File: src/lfm_defs.svh
// Purpose: constants for the led fault status and mask block
// Assumes: byte-wide registers reached through a plain register port
// Notes:   offsets, field positions, reset values per variant
//
// Function
// [RULE1] fault pin driven by a status flag only when its mask bit is zero
// [RULE2] mask bits: 7 in overcurrent, 6 in overvolt, 5 check, 4 alert, 3 led, 2 out, 1 thermal
// [RULE3] device status is read-only, same bit layout, bit 0 reserved
// [RULE4] device status flags latch; cleared only by clear-flags write or reset
// [RULE5] led fault flag set when channel status is nonzero, pin unless masked
// [RULE6] channel check flag set when startup status nonzero after check
// [RULE7] status bit 4 reports overtemperature early alert as a warning
// [RULE8] channel status: shorts ch4..1 in bits 7..4, opens in bits 3..0
// [RULE9] short flag on excessive drop, open flag when current not regulated
// [RULE10] disabled channels excluded, status bits zero, config never modified
// [RULE11] each detection occurrence overwrites channel status with latest results
// [RULE12] clear-flags or reset clears channel status and releases pin
// [RULE13] startup status: resistor fault 7, adjacent shorts 6..4, ground 3..0
// [RULE14] startup status records results of startup fault tests
// [RULE15] clear-flags or reset clears startup status and releases pin
// [RULE16] register variant stays in standby until host sets device enable
// [RULE17] register variant channel configuration resets to 0Fh
// [RULE18] standalone variant resets with device enable set
// [RULE19] standalone variant channel configuration resets to 7Fh
// [RULE20] with auto-disconnect, confirmed open channel switched off
// [RULE21] standalone variant fault pin is unlatched
// [RULE22] standalone variant mask resets to 10h
// [RULE23] latch selector: zero real-time pin, one pin holds asserted
// [RULE24] auto-disconnect bit one switches off open channels, zero leaves them
// [RULE25] clear-flags is a write-one pulse reading back zero
`ifndef LFM_DEFS_SVH
`define LFM_DEFS_SVH
`define LFM_ADDR_DEV_ENABLE   8'h00
`define LFM_ADDR_DEV_CONFIG   8'h01
`define LFM_ADDR_CHAN_CONFIG  8'h11
`define LFM_ADDR_FAULT_MGMT   8'h15
`define LFM_ADDR_PIN_MASK     8'h16
`define LFM_ADDR_DEV_STATUS   8'h17
`define LFM_ADDR_CHAN_STATUS  8'h18
`define LFM_ADDR_START_STATUS 8'h19
`define LFM_BIT_IN_OVERCUR    7
`define LFM_BIT_IN_OVERVOLT   6
`define LFM_BIT_CHAN_CHECK    5
`define LFM_BIT_OVERTEMP      4
`define LFM_BIT_LED_FAULT     3
`define LFM_BIT_OUT_OVERVOLT  2
`define LFM_BIT_THERMAL       1
`define LFM_BIT_DEV_ENABLE    0
`define LFM_BIT_CLEAR_FLAGS   0
`define LFM_BIT_PIN_LATCH     4
`define LFM_BIT_OPEN_AUTO_OFF 3
`define LFM_STA_MASK          8'hFE
`define LFM_CHAN_CFG_WMASK    8'h7F
`define LFM_CHAN_CFG_RST_A    8'h0F
`define LFM_CHAN_CFG_RST_B    8'h7F
`define LFM_PIN_MASK_RST_A    8'h00
`define LFM_PIN_MASK_RST_B    8'h10
`define LFM_FAULT_MGMT_RST_A  8'h01
`define LFM_FAULT_MGMT_RST_B  8'h69
`define LFM_ZERO8        8'h00
`endif

File: src/lfm_pkg.sv
// Purpose: types for the led fault status and mask block
// Assumes: nothing beyond the defs header
// Notes:   sequencer state type
package lfm_pkg;
   typedef enum logic [2:0] {
      LFM_ST_STBY = 3'h1,
      LFM_ST_CHK  = 3'h2,
      LFM_ST_RUN  = 3'h4
   } lfm_state_t;
endpackage

File: src/lfm_chan_mon.sv
// Purpose: one channel's short and open detection and auto-disconnect
// Assumes: detect_in marks one detection occurrence
// Notes:   disabled channel reports zero
`timescale 1ns/1ps
module lfm_chan_mon (
   input  wire logic clk,
   input  wire logic rst_n,
   input  wire logic clr_in,
   input  wire logic detect_in,
   input  wire logic enable_in,
   input  wire logic auto_off_in,
   input  wire logic drop_in,
   input  wire logic noreg_in,
   output logic      short_out,
   output logic      open_out,
   output logic      off_out
);
   logic short_q;
   logic open_q;
   logic off_q;
   logic live;
   assign live = enable_in & ~off_q;
   assign short_out = short_q;
   assign open_out = open_q;
   assign off_out = off_q;
   // overwrite on each detection; disabled channel forced low
   always_ff @(posedge clk or negedge rst_n) begin
      if (!rst_n) begin
         short_q <= 1'b0;
         open_q  <= 1'b0;
         off_q   <= 1'b0;
      end else begin
         if (detect_in) begin
            short_q <= live & drop_in;  // RULE9 RULE11
            open_q  <= live & noreg_in; // RULE9 RULE11
         end else if (clr_in || !enable_in) begin
            short_q <= 1'b0;            // RULE10 RULE12
            open_q  <= 1'b0;
         end
         // confirmed open switches the channel off until the channel is disabled or auto-off is cleared
         if (!enable_in || !auto_off_in)
            off_q <= 1'b0;              // RULE24
         else if (detect_in && live && noreg_in)
            off_q <= 1'b1;              // RULE20
      end
   end
endmodule

File: src/lfm_flag.sv
// Purpose: one sticky status flag, set wins over clear
// Assumes: clr_in is a one-cycle pulse
// Notes:   used for device status bits 7..1
`timescale 1ns/1ps
module lfm_flag (
   input  wire logic clk,
   input  wire logic rst_n,
   input  wire logic set_in,
   input  wire logic clr_in,
   output logic      flag_out
);
   logic flag_q;
   assign flag_out = flag_q;
   // latched until clear; simultaneous event keeps the flag
   always_ff @(posedge clk or negedge rst_n) begin
      if (!rst_n)
         flag_q <= 1'b0;
      else if (set_in)
         flag_q <= 1'b1;   // RULE4
      else if (clr_in)
         flag_q <= 1'b0;   // RULE4
   end
endmodule

File: src/lfm_top.sv
// Purpose: fault status, channel status, startup check and fault pin logic
// Assumes: register port single cycle; detector inputs synchronous
// Notes:   VARIANT_B selects standalone reset defaults
`include "lfm_defs.svh"
`timescale 1ns/1ps
module lfm_top #(
   parameter bit VARIANT_B = 1'b0,
   parameter int NCH       = 4
) (
   input  wire logic       MCLK_IN,
   input  wire logic       NRST_IN,
   input  wire logic       REG_WR_IN,
   input  wire logic       REG_RD_IN,
   input  wire logic [7:0] REG_ADDR_IN,
   input  wire logic [7:0] REG_WDATA_IN,
   input  wire logic       IN_OVERCUR_DET_IN,
   input  wire logic       IN_OVERVOLT_DET_IN,
   input  wire logic       OVERTEMP_DET_IN,
   input  wire logic       OUT_OVERVOLT_DET_IN,
   input  wire logic       THERMAL_DET_IN,
   input  wire logic       CH_DETECT_IN,
   input  wire logic [3:0] CH_DROP_IN,
   input  wire logic [3:0] CH_NOREG_IN,
   input  wire logic [7:0] INIT_RESULT_IN,
   output logic [7:0]      REG_RDATA_OUT,
   output logic            FAULT_OUT,
   output logic [3:0]      CH_ON_OUT,
   output logic            RUN_OUT
);
   initial begin
      if (NCH != 4) $error("lfm_top supports exactly four channels");
   end

   logic [7:0] mask_q;
   logic [7:0] chan_cfg_q;
   logic [7:0] fault_mgmt_q;
   logic       dev_enable_q;
   logic [7:0] start_sta_q;
   logic [7:0] rdata_q;
   logic       fault_q;
   logic [3:0] chon_q;
   lfm_pkg::lfm_state_t state_q;
   lfm_pkg::lfm_state_t state_d;

   // decode
   wire wr_mask  = REG_WR_IN && (REG_ADDR_IN == `LFM_ADDR_PIN_MASK);
   wire wr_ccfg  = REG_WR_IN && (REG_ADDR_IN == `LFM_ADDR_CHAN_CONFIG);
   wire wr_fmgmt = REG_WR_IN && (REG_ADDR_IN == `LFM_ADDR_FAULT_MGMT);
   wire wr_enab  = REG_WR_IN && (REG_ADDR_IN == `LFM_ADDR_DEV_ENABLE);
   // clear pulse, never stored so it reads zero
   wire clr = REG_WR_IN && (REG_ADDR_IN == `LFM_ADDR_DEV_CONFIG)
              && REG_WDATA_IN[`LFM_BIT_CLEAR_FLAGS]; // RULE25
   wire check_done = (state_q == lfm_pkg::LFM_ST_CHK);

   logic [3:0] short_flags;
   logic [3:0] open_flags;
   logic [3:0] auto_off;
   wire  [7:0] chan_status = {short_flags, open_flags}; // RULE8

   // one monitor per channel
   genvar g;
   generate
      for (g = 0; g < 4; g++) begin : g_ch
         lfm_chan_mon u_mon (
            .clk         (MCLK_IN),
            .rst_n       (NRST_IN),
            .clr_in      (clr),
            .detect_in   (CH_DETECT_IN && RUN_OUT),
            .enable_in   (chan_cfg_q[g]),
            .auto_off_in (fault_mgmt_q[`LFM_BIT_OPEN_AUTO_OFF]),
            .drop_in     (CH_DROP_IN[g]),
            .noreg_in    (CH_NOREG_IN[g]),
            .short_out   (short_flags[g]),
            .open_out    (open_flags[g]),
            .off_out     (auto_off[g])
         );
      end
   endgenerate

   // live causes of each device status flag
   wire [7:0] cause;
   // derived causes drop in the clear cycle, as their source registers clear too;
   // otherwise set-wins would keep the flag alive past the clear
   assign cause[`LFM_BIT_IN_OVERCUR]   = IN_OVERCUR_DET_IN;
   assign cause[`LFM_BIT_IN_OVERVOLT]  = IN_OVERVOLT_DET_IN;
   assign cause[`LFM_BIT_CHAN_CHECK]   = (start_sta_q != `LFM_ZERO8) && !clr; // RULE6
   assign cause[`LFM_BIT_OVERTEMP]     = OVERTEMP_DET_IN;                     // RULE7
   assign cause[`LFM_BIT_LED_FAULT]    = (chan_status != `LFM_ZERO8) && !clr; // RULE5
   assign cause[`LFM_BIT_OUT_OVERVOLT] = OUT_OVERVOLT_DET_IN;
   assign cause[`LFM_BIT_THERMAL]      = THERMAL_DET_IN;
   assign cause[0] = 1'b0;

   logic [7:0] dev_status;
   assign dev_status[0] = 1'b0; // RULE3
   generate
      for (g = 1; g < 8; g++) begin : g_flag
         lfm_flag u_flag (
            .clk      (MCLK_IN),
            .rst_n    (NRST_IN),
            .set_in   (cause[g]),
            .clr_in   (clr),
            .flag_out (dev_status[g])
         );
      end
   endgenerate

   // pin source: latched flags or live causes, then mask
   wire        latched  = fault_mgmt_q[`LFM_BIT_PIN_LATCH]; // RULE23
   wire [7:0]  pin_src  = latched ? dev_status : cause; // RULE21
   wire        fault_d  = |(pin_src & ~mask_q & `LFM_STA_MASK); // RULE1 RULE2

   // read mux
   logic [7:0] rd_d;
   always_comb begin
      case (REG_ADDR_IN)
         `LFM_ADDR_PIN_MASK:     rd_d = mask_q;
         `LFM_ADDR_DEV_STATUS:   rd_d = dev_status;  // RULE3
         `LFM_ADDR_CHAN_STATUS:  rd_d = chan_status;
         `LFM_ADDR_START_STATUS: rd_d = start_sta_q; // RULE13
         `LFM_ADDR_CHAN_CONFIG:  rd_d = chan_cfg_q;
         `LFM_ADDR_FAULT_MGMT:   rd_d = fault_mgmt_q;
         `LFM_ADDR_DEV_ENABLE:   rd_d = {7'h00, dev_enable_q};
         default:                rd_d = `LFM_ZERO8;
      endcase
   end

   // sequencer: standby, one-cycle startup check, run
   always_comb begin
      case (state_q)
         lfm_pkg::LFM_ST_STBY:
            state_d = dev_enable_q ? lfm_pkg::LFM_ST_CHK : lfm_pkg::LFM_ST_STBY; // RULE16
         lfm_pkg::LFM_ST_CHK:
            state_d = lfm_pkg::LFM_ST_RUN;
         lfm_pkg::LFM_ST_RUN:
            state_d = dev_enable_q ? lfm_pkg::LFM_ST_RUN : lfm_pkg::LFM_ST_STBY;
         default:
            state_d = lfm_pkg::LFM_ST_STBY;
      endcase
   end

   // configuration registers with variant defaults
   always_ff @(posedge MCLK_IN or negedge NRST_IN) begin
      if (!NRST_IN) begin
         mask_q       <= VARIANT_B ? `LFM_PIN_MASK_RST_B : `LFM_PIN_MASK_RST_A; // RULE22
         chan_cfg_q   <= VARIANT_B ? `LFM_CHAN_CFG_RST_B : `LFM_CHAN_CFG_RST_A; // RULE17 RULE19
         fault_mgmt_q <= VARIANT_B ? `LFM_FAULT_MGMT_RST_B : `LFM_FAULT_MGMT_RST_A; // RULE21
         dev_enable_q <= VARIANT_B;                                             // RULE18
      end else begin
         if (wr_mask)  mask_q       <= REG_WDATA_IN & `LFM_STA_MASK;
         if (wr_ccfg)  chan_cfg_q   <= REG_WDATA_IN & `LFM_CHAN_CFG_WMASK;      // RULE10
         if (wr_fmgmt) fault_mgmt_q <= REG_WDATA_IN;
         if (wr_enab)  dev_enable_q <= REG_WDATA_IN[`LFM_BIT_DEV_ENABLE];
      end
   end

   // startup results; adjacent checks skipped when pair marked shorted
   wire [7:0] init_keep = {1'b1, ~chan_cfg_q[6:4], chan_cfg_q[3:0]}; // RULE19
   always_ff @(posedge MCLK_IN or negedge NRST_IN) begin
      if (!NRST_IN)
         start_sta_q <= `LFM_ZERO8;
      else if (check_done)
         start_sta_q <= INIT_RESULT_IN & init_keep; // RULE14
      else if (clr)
         start_sta_q <= `LFM_ZERO8;                 // RULE15
   end

   // outputs registered
   always_ff @(posedge MCLK_IN or negedge NRST_IN) begin
      if (!NRST_IN) begin
         state_q <= lfm_pkg::LFM_ST_STBY;
         rdata_q <= `LFM_ZERO8;
         fault_q <= 1'b0;
         chon_q  <= 4'h0;
      end else begin
         state_q <= state_d;
         rdata_q <= REG_RD_IN ? rd_d : rdata_q;
         fault_q <= fault_d & ~clr; // RULE12 RULE15
         chon_q  <= (state_q == lfm_pkg::LFM_ST_RUN) ? (chan_cfg_q[3:0] & ~auto_off) : 4'h0; // RULE20
      end
   end

   assign REG_RDATA_OUT = rdata_q;
   assign FAULT_OUT     = fault_q;
   assign CH_ON_OUT     = chon_q;
   assign RUN_OUT       = (state_q == lfm_pkg::LFM_ST_RUN);

   // checks
   property p_mask_blocks;
      @(posedge MCLK_IN) disable iff (!NRST_IN)
      (fault_d == 1'b0) |=> !FAULT_OUT;
   endproperty
   a_mask_blocks: assert property (p_mask_blocks) else $error("pin high without cause"); // RULE1

   property p_led_fault_flag;
      @(posedge MCLK_IN) disable iff (!NRST_IN)
      (chan_status != 8'h00) && !clr |=> dev_status[`LFM_BIT_LED_FAULT];
   endproperty
   a_led_fault_flag: assert property (p_led_fault_flag) else $error("led fault flag not set"); // RULE5

   property p_sticky;
      @(posedge MCLK_IN) disable iff (!NRST_IN)
      (dev_status[`LFM_BIT_THERMAL] && !clr) |=> dev_status[`LFM_BIT_THERMAL];
   endproperty
   a_sticky: assert property (p_sticky) else $error("flag dropped without clear"); // RULE4

   property p_clr_init;
      @(posedge MCLK_IN) disable iff (!NRST_IN)
      (clr && !check_done) |=> (start_sta_q == 8'h00);
   endproperty
   a_clr_init: assert property (p_clr_init) else $error("startup status not cleared"); // RULE15

   property p_disabled_zero;
      @(posedge MCLK_IN) disable iff (!NRST_IN)
      !chan_cfg_q[0] |=> (!short_flags[0] && !open_flags[0]);
   endproperty
   a_disabled_zero: assert property (p_disabled_zero) else $error("disabled channel flagged"); // RULE10

   property p_standby;
      @(posedge MCLK_IN) disable iff (!NRST_IN)
      !dev_enable_q && !RUN_OUT |=> !RUN_OUT;
   endproperty
   a_standby: assert property (p_standby) else $error("left standby without enable"); // RULE16

   property p_channel_check_flag;
      @(posedge MCLK_IN) disable iff (!NRST_IN)
      (start_sta_q != 8'h00) && !clr |=> dev_status[`LFM_BIT_CHAN_CHECK];
   endproperty
   a_channel_check_flag: assert property (p_channel_check_flag) else $error("check flag not set"); // RULE6

   property p_clr_pin;
      @(posedge MCLK_IN) disable iff (!NRST_IN)
      clr |=> !FAULT_OUT;
   endproperty
   a_clr_pin: assert property (p_clr_pin) else $error("pin not released on clear"); // RULE12

   c_fault: cover property (@(posedge MCLK_IN) disable iff (!NRST_IN) $rose(FAULT_OUT));
   c_run:   cover property (@(posedge MCLK_IN) disable iff (!NRST_IN) $rose(RUN_OUT));
   c_off:   cover property (@(posedge MCLK_IN) disable iff (!NRST_IN) auto_off != 4'h0);
endmodule

File: config.mk
export PLATFORM = sky130hd
export DESIGN_NAME = lfm_top
export DESIGN_NICKNAME = d
export VERILOG_FILES = /design/src/lfm_pkg.sv /design/src/lfm_chan_mon.sv /design/src/lfm_flag.sv /design/src/lfm_top.sv
export VERILOG_INCLUDE_DIRS = /design/src
export SDC_FILE = /design/constraint.sdc
export NUM_CORES = 1
export LEC_CHECK = 0
export ABC_CLOCK_PERIOD_IN_PS = 2000
export BUFFER_PORTS_ARGS = -buffer_cell sky130_fd_sc_hd__buf_2
export CORE_UTILIZATION = 55
export DETAILED_ROUTE_END_ITERATION = 12
export GPL_ROUTABILITY_DRIVEN = 0
export HOLD_SLACK_MARGIN = 0.06
export PLACE_DENSITY = 0.88
export SLEW_MARGIN = 10
export SYNTH_ARGS = -nofsm -noshare
export SYNTH_HDL_FRONTEND = slang
export SYNTH_SLANG_ARGS = --single-unit
File: constraint.sdc
create_clock -name MCLK_IN -period 2 [get_ports MCLK_IN]
set_clock_uncertainty 0.1 [all_clocks]
set_input_delay 0.4 -clock MCLK_IN [delete_from_list [all_inputs] [get_ports MCLK_IN]]
set_output_delay 0.4 -clock MCLK_IN [all_outputs]
set_load 0.05 [all_outputs]
==> metrics, run 1 <==
PwrDens 721 nW/µm²; most area-hungry cell type in the Yosys netlist dfrtp_1; vias per cell 5.95; Via Count 2694; antenna violations before repair 0; CP arrival 1.44 ns; Initial DRC Count 236; Critical path origin state_q[0]; core area 5540 µm²; P_leak 1.76 nW; R2R Setup Slk 0.13 ns; worst-margin pin slew 0.503 ns; # DRC 0; vias in the first global route 2654; R2R depth 7; Sum Neg Setup Slack 0 ns; number of synthesized flops with an enable pin 0; Num Clock Sinks 66; crit path to RUN_OUT; post_cts resized 0; ys async rst share 1.00; Initial Utilization 0.574; drt total wl 8000 µm; H-tree depth 3; HPWL after DPL 5510 µm; fin crit share 0.972; Area contributors post-synth dfrtp_1 (47%), mux2_2 (6.0%), dfstp_2 (5.0%); critical path depth 4; ys flop type dfrtp_1; drt first pass iters 5; area share of the largest cell type after synthesis 0.472; post-DR wirelength/cell 17.6 µm; RR Startpoint state_q[0]; Die W 78.1 µm; largest net degree at the start of global routing 67; Yosys Warn Count 0; post-route ant nets 0; port buffer count 55; Setup CP Type reg -> out; final setup vio count 0; Area Growth Syn to Fin 19.6%; max-cap viol count 0; Worst VDD drop 0.000352 V; count of different cell masters after synthesis 42; Seq/Total Area, Yosys 0.521; n_diodes 0; fmax 514 MHz; setup repair bufs after CTS 0; Syn Nets 349; CP Launch Type flop; first-pass GRT wire length 13100 µm; worst hold slack 0.160 ns; reg2reg end g_ch[0].u_mon.short_out; Die Ht 78.1 µm; layout cells sized above 1 0.297; CTS Root Buffer Type clkbuf_8; Synth Instances 307; crit-path cells nor2_1 > nand2_1 > inv_1 > buf_2; Crit-path slowest cell dfstp_2; Synth Register Bits 66; crit-path max FO 5; CTS Buf Count 9; CTS tree yes; Netlist Area Pre-Place 3180 µm²; Hold Path Stages 2; Final #Nets 418; FP Rows 27; Clock Tree Buf Depth 2; final hold vios 0; run status complete, no violations; fin. max-slew vios 0; die area 6090 µm²; total power 2.74 mW; CP Capture Type output pin; Max transition margin 0.661; worst path bufs/invs 2; biggest cell delay along the critical path 0.54 ns; RSZ-0062 raised after global routing yes; Worst Hold Class in -> reg; Req. time, crit path 1.50 ns; Synth Area per Inst 10.4 µm²; Tmin final 1.94 ns; top-level port count 56; Reg clk slew, reported paths 0.07 ns; crit-path leading delay family flip-flops; gr usage total 0.286; Clock Latency Late Sink 0.34 ns; total gr overflow 0
-- synthesized netlist by cell type (4+ instances only) --
cell,n
a21o_1,5
a21oi_1,9
a22oi_1,10
a31oi_1,8
buf_2,5
clkbuf_1,4
dfrtp_1,60
dfstp_2,6
inv_1,18
mux2_2,17
mux2i_1,14
nand2_1,37
nand3_1,10
nor2_1,8
nor2b_1,9
nor3b_1,12
nor4_1,5
o21ai_0,29
o22ai_1,8
-- worst min-delay path by stage --
| stage | from | slack, ns | end |
|---|---|---|---|
| 2_1_floorplan | NRST_IN | 0.004 | CH_ON_OUT[0] |
| 3_3_place_gp | NRST_IN | 0.33 | g_ch[3].u_mon.off_out |
| 3_5_place_dp | NRST_IN | 0.34 | g_ch[1].u_mon.off_out |
| 4_1_cts | IN_OVERVOLT_DET_IN | 0.16 | g_flag[6].u_flag.flag_out |
| 5_1_grt | THERMAL_DET_IN | 0.16 | g_flag[1].u_flag.flag_out |
| 6_report | OVERTEMP_DET_IN | 0.16 | g_flag[4].u_flag.flag_out |
-- state kept, by name (all words and copies together), names as in the netlist, 7 cells and up --
signal                  flops
REG_RDATA_OUT               8
chan_cfg_q                  7
fault_mgmt_q                8
g_flag.u_flag.flag_out      7
mask_q                      7
start_sta_q                 8
-- what timing repair did --
item | CTS | global route
endpoints found under the setup margin | 0 | 3
endpoints found under the hold margin | 60 | 0
hold buffers | 1 | 0
-- stage by stage --
stage | cell area [µm²] | util | cells | setup WS (ns)
6_report | 3800 | 0.687 | 453 | 0.0557
3_5_place_dp | 3610 | 0.651 | 436 | 0.00359
4_1_cts | 3800 | 0.687 | 453 | 0.0707
3_3_place_gp | 3610 | 0.651 | 436 | 0.0814
5_1_grt | 3800 | 0.687 | 453 | -0.0275
2_1_floorplan | 3180 | - | 307 | 0.0745
-- layout make-up --
cell class                      count  area (µm²)
Tap cell                           72        90.1
Multi-Input combinational cell    210        1390
Sequential cell                    66        1660
Timing Repair Buffer               71         410
Inverter                           18        67.6
Clock buffer                       13         149
Clock inverter                      3        40.0
Fill cell                         411        1740
-- metal layers --
metal	vias to the layer above	GRT usage	wire (µm)
met2	102	0.458	3860
met3	23	0.0593	427
met5	-	0	0
met1	1329	0.371	3450
li1	1240	-	-
met4	0	0.144	261
-- layout by cell type, fill, tap and decap left out, drive strengths merged, types with 2 or more instances in the layout --
| cell type | synthesis | routed |
|---|---|---|
| a22oi | 10 | 10 |
| and2 | 3 | 3 |
| clkinv | 0 | 2 |
| nand2b | 3 | 3 |
| nand3b | 2 | 2 |
| nor3b | 12 | 12 |
| clkbuf | 4 | 13 |
| o21ai | 29 | 29 |
| inv | 18 | 18 |
| nand3 | 12 | 12 |
| mux2i | 14 | 14 |
| nand2 | 37 | 37 |
| nor2 | 8 | 8 |
| dfstp | 6 | 6 |
| a21o | 5 | 5 |
| nor4 | 5 | 5 |
| dfrtp | 60 | 60 |
| a21oi | 9 | 9 |
| buf | 9 | 70 |
| nor3 | 3 | 3 |
| o22ai | 8 | 8 |
| a31oi | 8 | 8 |
| nor2b | 9 | 9 |
| o21a | 3 | 3 |
| mux2 | 17 | 17 |
-- kinds of logic (layout without fill, tap and decap cells) --
family | count (synthesis) | count (layout) | synth area share
simple gates | 101 | 101 | 0.182
compound gates | 78 | 78 | 0.150
flops | 66 | 66 | 0.521
mux | 31 | 31 | 0.104
buf+inv | 31 | 105 | 0.0421
-- report_power, final --
group | switching (mW) | total, mW | internal, mW
clock network | 0.486 | 1.09 | 0.607
logic | 0.139 | 0.245 | 0.106
registers | 0.0315 | 1.41 | 1.38
total | 0.656 | 2.74 | 2.09
Note: power is estimated with default switching activity, not from simulation.
==> run 2: changes to the inputs <==
--- a/config.mk
+++ b/config.mk
@@ -6,7 +6,7 @@
 export SDC_FILE = /design/constraint.sdc
 export NUM_CORES = 1
 export LEC_CHECK = 0
-export ABC_CLOCK_PERIOD_IN_PS = 2000
+export ABC_CLOCK_PERIOD_IN_PS = 1830
 export BUFFER_PORTS_ARGS = -buffer_cell sky130_fd_sc_hd__buf_2
 export CORE_UTILIZATION = 55
 export DETAILED_ROUTE_END_ITERATION = 12
==> constraint.sdc (replaced) <==
create_clock -name MCLK_IN -period 1.83 [get_ports MCLK_IN]
set_clock_uncertainty 0.1 [all_clocks]
set_input_delay 0.366 -clock MCLK_IN [delete_from_list [all_inputs] [get_ports MCLK_IN]]
set_output_delay 0.366 -clock MCLK_IN [all_outputs]
set_load 0.05 [all_outputs]
==> run 2 against run 1 <==
Effect of this change: global-route usage increased by 0.15 points; hold slack got worse by 0.053 ns; non-clock buffer count increased by 6; routed wire length increased by 1.7%; clock power increased by 9%; first-iteration DRC count decreased by 9.3%; largest power group unchanged.
==> metrics, run 2 (synthesis results as in run 1) <==
dpl cell area 3690 µm² (+2.3%); CP arrival 1.30 ns (-0.14 ns); Req. time, crit path 1.36 ns (-0.14 ns); Clock Latency Late Sink 0.35 ns (about the same); post-route ant nets 0 (unchanged); n_diodes 0 (unchanged); crit-path max FO 3 (-2); total gr overflow 0 (unchanged); fin. max-slew vios 0 (unchanged); Via Count 2772 (+2.9%); post-DR wirelength/cell 17.7 µm (+0.32%); drt first pass iters 5 (unchanged); layout cells sized above 1 0.320 (+0.0238); design area 3900 µm² (+2.5%); Clock Tree Buf Depth 2 (unchanged); Tmin final 1.76 ns; run status complete, no violations; HPWL after DPL 5720 µm (+3.8%); H-tree depth 3 (unchanged); worst-margin pin slew 0.414 ns (-0.0896 ns); fmax 567 MHz; Final #Nets 424 (+1.4%); max-cap viol count 0 (unchanged); most common cell after layout, fill and taps aside dfrtp_1; Reg clk slew, reported paths 0.08 ns (about the same); CTS tree yes; largest net degree at the start of global routing 67 (unchanged); RSZ-0062 raised after global routing no; CP Capture Type output pin; CTS Root Buffer Type clkbuf_8; gr usage total 0.288 (+0.00145); final setup vio count 0 (unchanged); die area 6090 µm² (unchanged); PwrDens 772 nW/µm² (+7.0%); Setup CP Type reg -> out; Filler cells 413 (+0.49%); CTS Buf Count 9 (unchanged); drt total wl 8130 µm (+1.7%); first-pass GRT wire length 13100 µm (+0.26%); P_leak 1.80 nW (+2.6%); Worst VDD drop 0.000822 V (+130%); Die Ht 78.1 µm (unchanged); vias in the first global route 2784 (+4.9%); Max transition margin 0.722 (+0.0603); Area Growth Syn to Fin 22.6%; top-level port count 56 (unchanged); Initial Utilization 0.574 (unchanged); Final Util 0.704 (+0.0172); Num Clock Sinks 66 (unchanged); dpl ws -0.0220 ns (-0.0256 ns); Critical path origin state_q[0]; port buffer count 55 (unchanged); final hold vios 0 (unchanged); RR Startpoint state_q[0]; Sum Neg Setup Slack 0 ns (unchanged); Die W 78.1 µm (unchanged); antenna violations before repair 0 (unchanged); hold_sp THERMAL_DET_IN; vias per cell 6.04 (+1.6%); most frequent cells in the layout dfrtp_1 (60), buf_2 (54), nand2_1 (35); slack of the critical path 0.0651 ns (+0.00938 ns); CP Launch Type flop; # DRC 0 (unchanged); Initial DRC Count 214 (-9.3%); core area 5540 µm² (unchanged); Worst Hold Class in -> reg; FP Rows 27 (unchanged); fin crit share 0.964
[run 2: changes by cell type in the layout (fill, tap and decap cells not counted)]
cell	before	now
buf_12	1	4
buf_2	55	54
buf_4	14	18
clkbuf_1	3	1
clkbuf_8	10	9
clkinv_2	2	4
clkinvlp_4	0	2
inv_1	18	17
nand2_1	37	35
nand2_2	0	1
nand2_4	0	1
[run 2: final timing paths]
check	end	cells past startpoint	slack, ns
max	RUN_OUT	4	0.07
min	g_flag[1].u_flag.flag_out	2	0.11
max reg2reg	g_ch[0].u_mon.open_out	8	0.20
min reg2reg	CH_ON_OUT[3]	1	0.38
max in group asynchronous	chan_cfg_q[2]	3	0.85
min in group asynchronous	CH_ON_OUT[3]	3	0.45
[run 2: worst max-delay path: stages (launching register included)]
cell and delay, ns:
dfstp_2 0.54, nor2_1 0.05, nand2_2 0.09, clkinvlp_4 0.09, buf_4 0.19
[run 2: repair_timing]
item,in CTS,in global routing
hold buffers,1,0
resized for setup,1,0
hold endpoints to repair,60,0
endpoints found under the setup margin,1,0
buffers inserted,2,0
[run 2: layer usage]
metal	share of wire	GRT usage	vias to the layer above
met1	0.41	0.355	1353
met2	0.49	0.466	134
met5	0	0	-
met4	0.033	0.161	0
met3	0.076	0.0686	33
li1	-	-	1252
[run 2: where the power goes]
| part | leakage [nW] | switching [mW] | total (mW) | internal, mW |
|---|---|---|---|---|
| clock | 0.0958 | 0.574 | 1.19 | 0.619 |
| sequential | 0.825 | 0.0345 | 1.54 | 1.50 |
| combinational | 0.880 | 0.152 | 0.279 | 0.127 |
[run 2: through the flow]
step           std cells  hold WS [ns]  power, mW
6_report             459         0.108       3.01
5_1_grt              459         0.107       3.10
4_1_cts              459         0.106       3.01
3_5_place_dp         440         0.304       1.84
3_3_place_gp         440         0.299       1.82
2_1_floorplan        307       -0.0296       1.68
[run 2: area by class of cell]
cell class	instances	area (µm²)	area share
clock buffer	10	128	0.0327
clock inverter	6	57.6	0.0148
inverter	18	71.3	0.0183
multi-input combinational	210	1400	0.359
sequential	66	1660	0.425
tap	72	90.1	0.0231
timing repair buffer	77	495	0.127
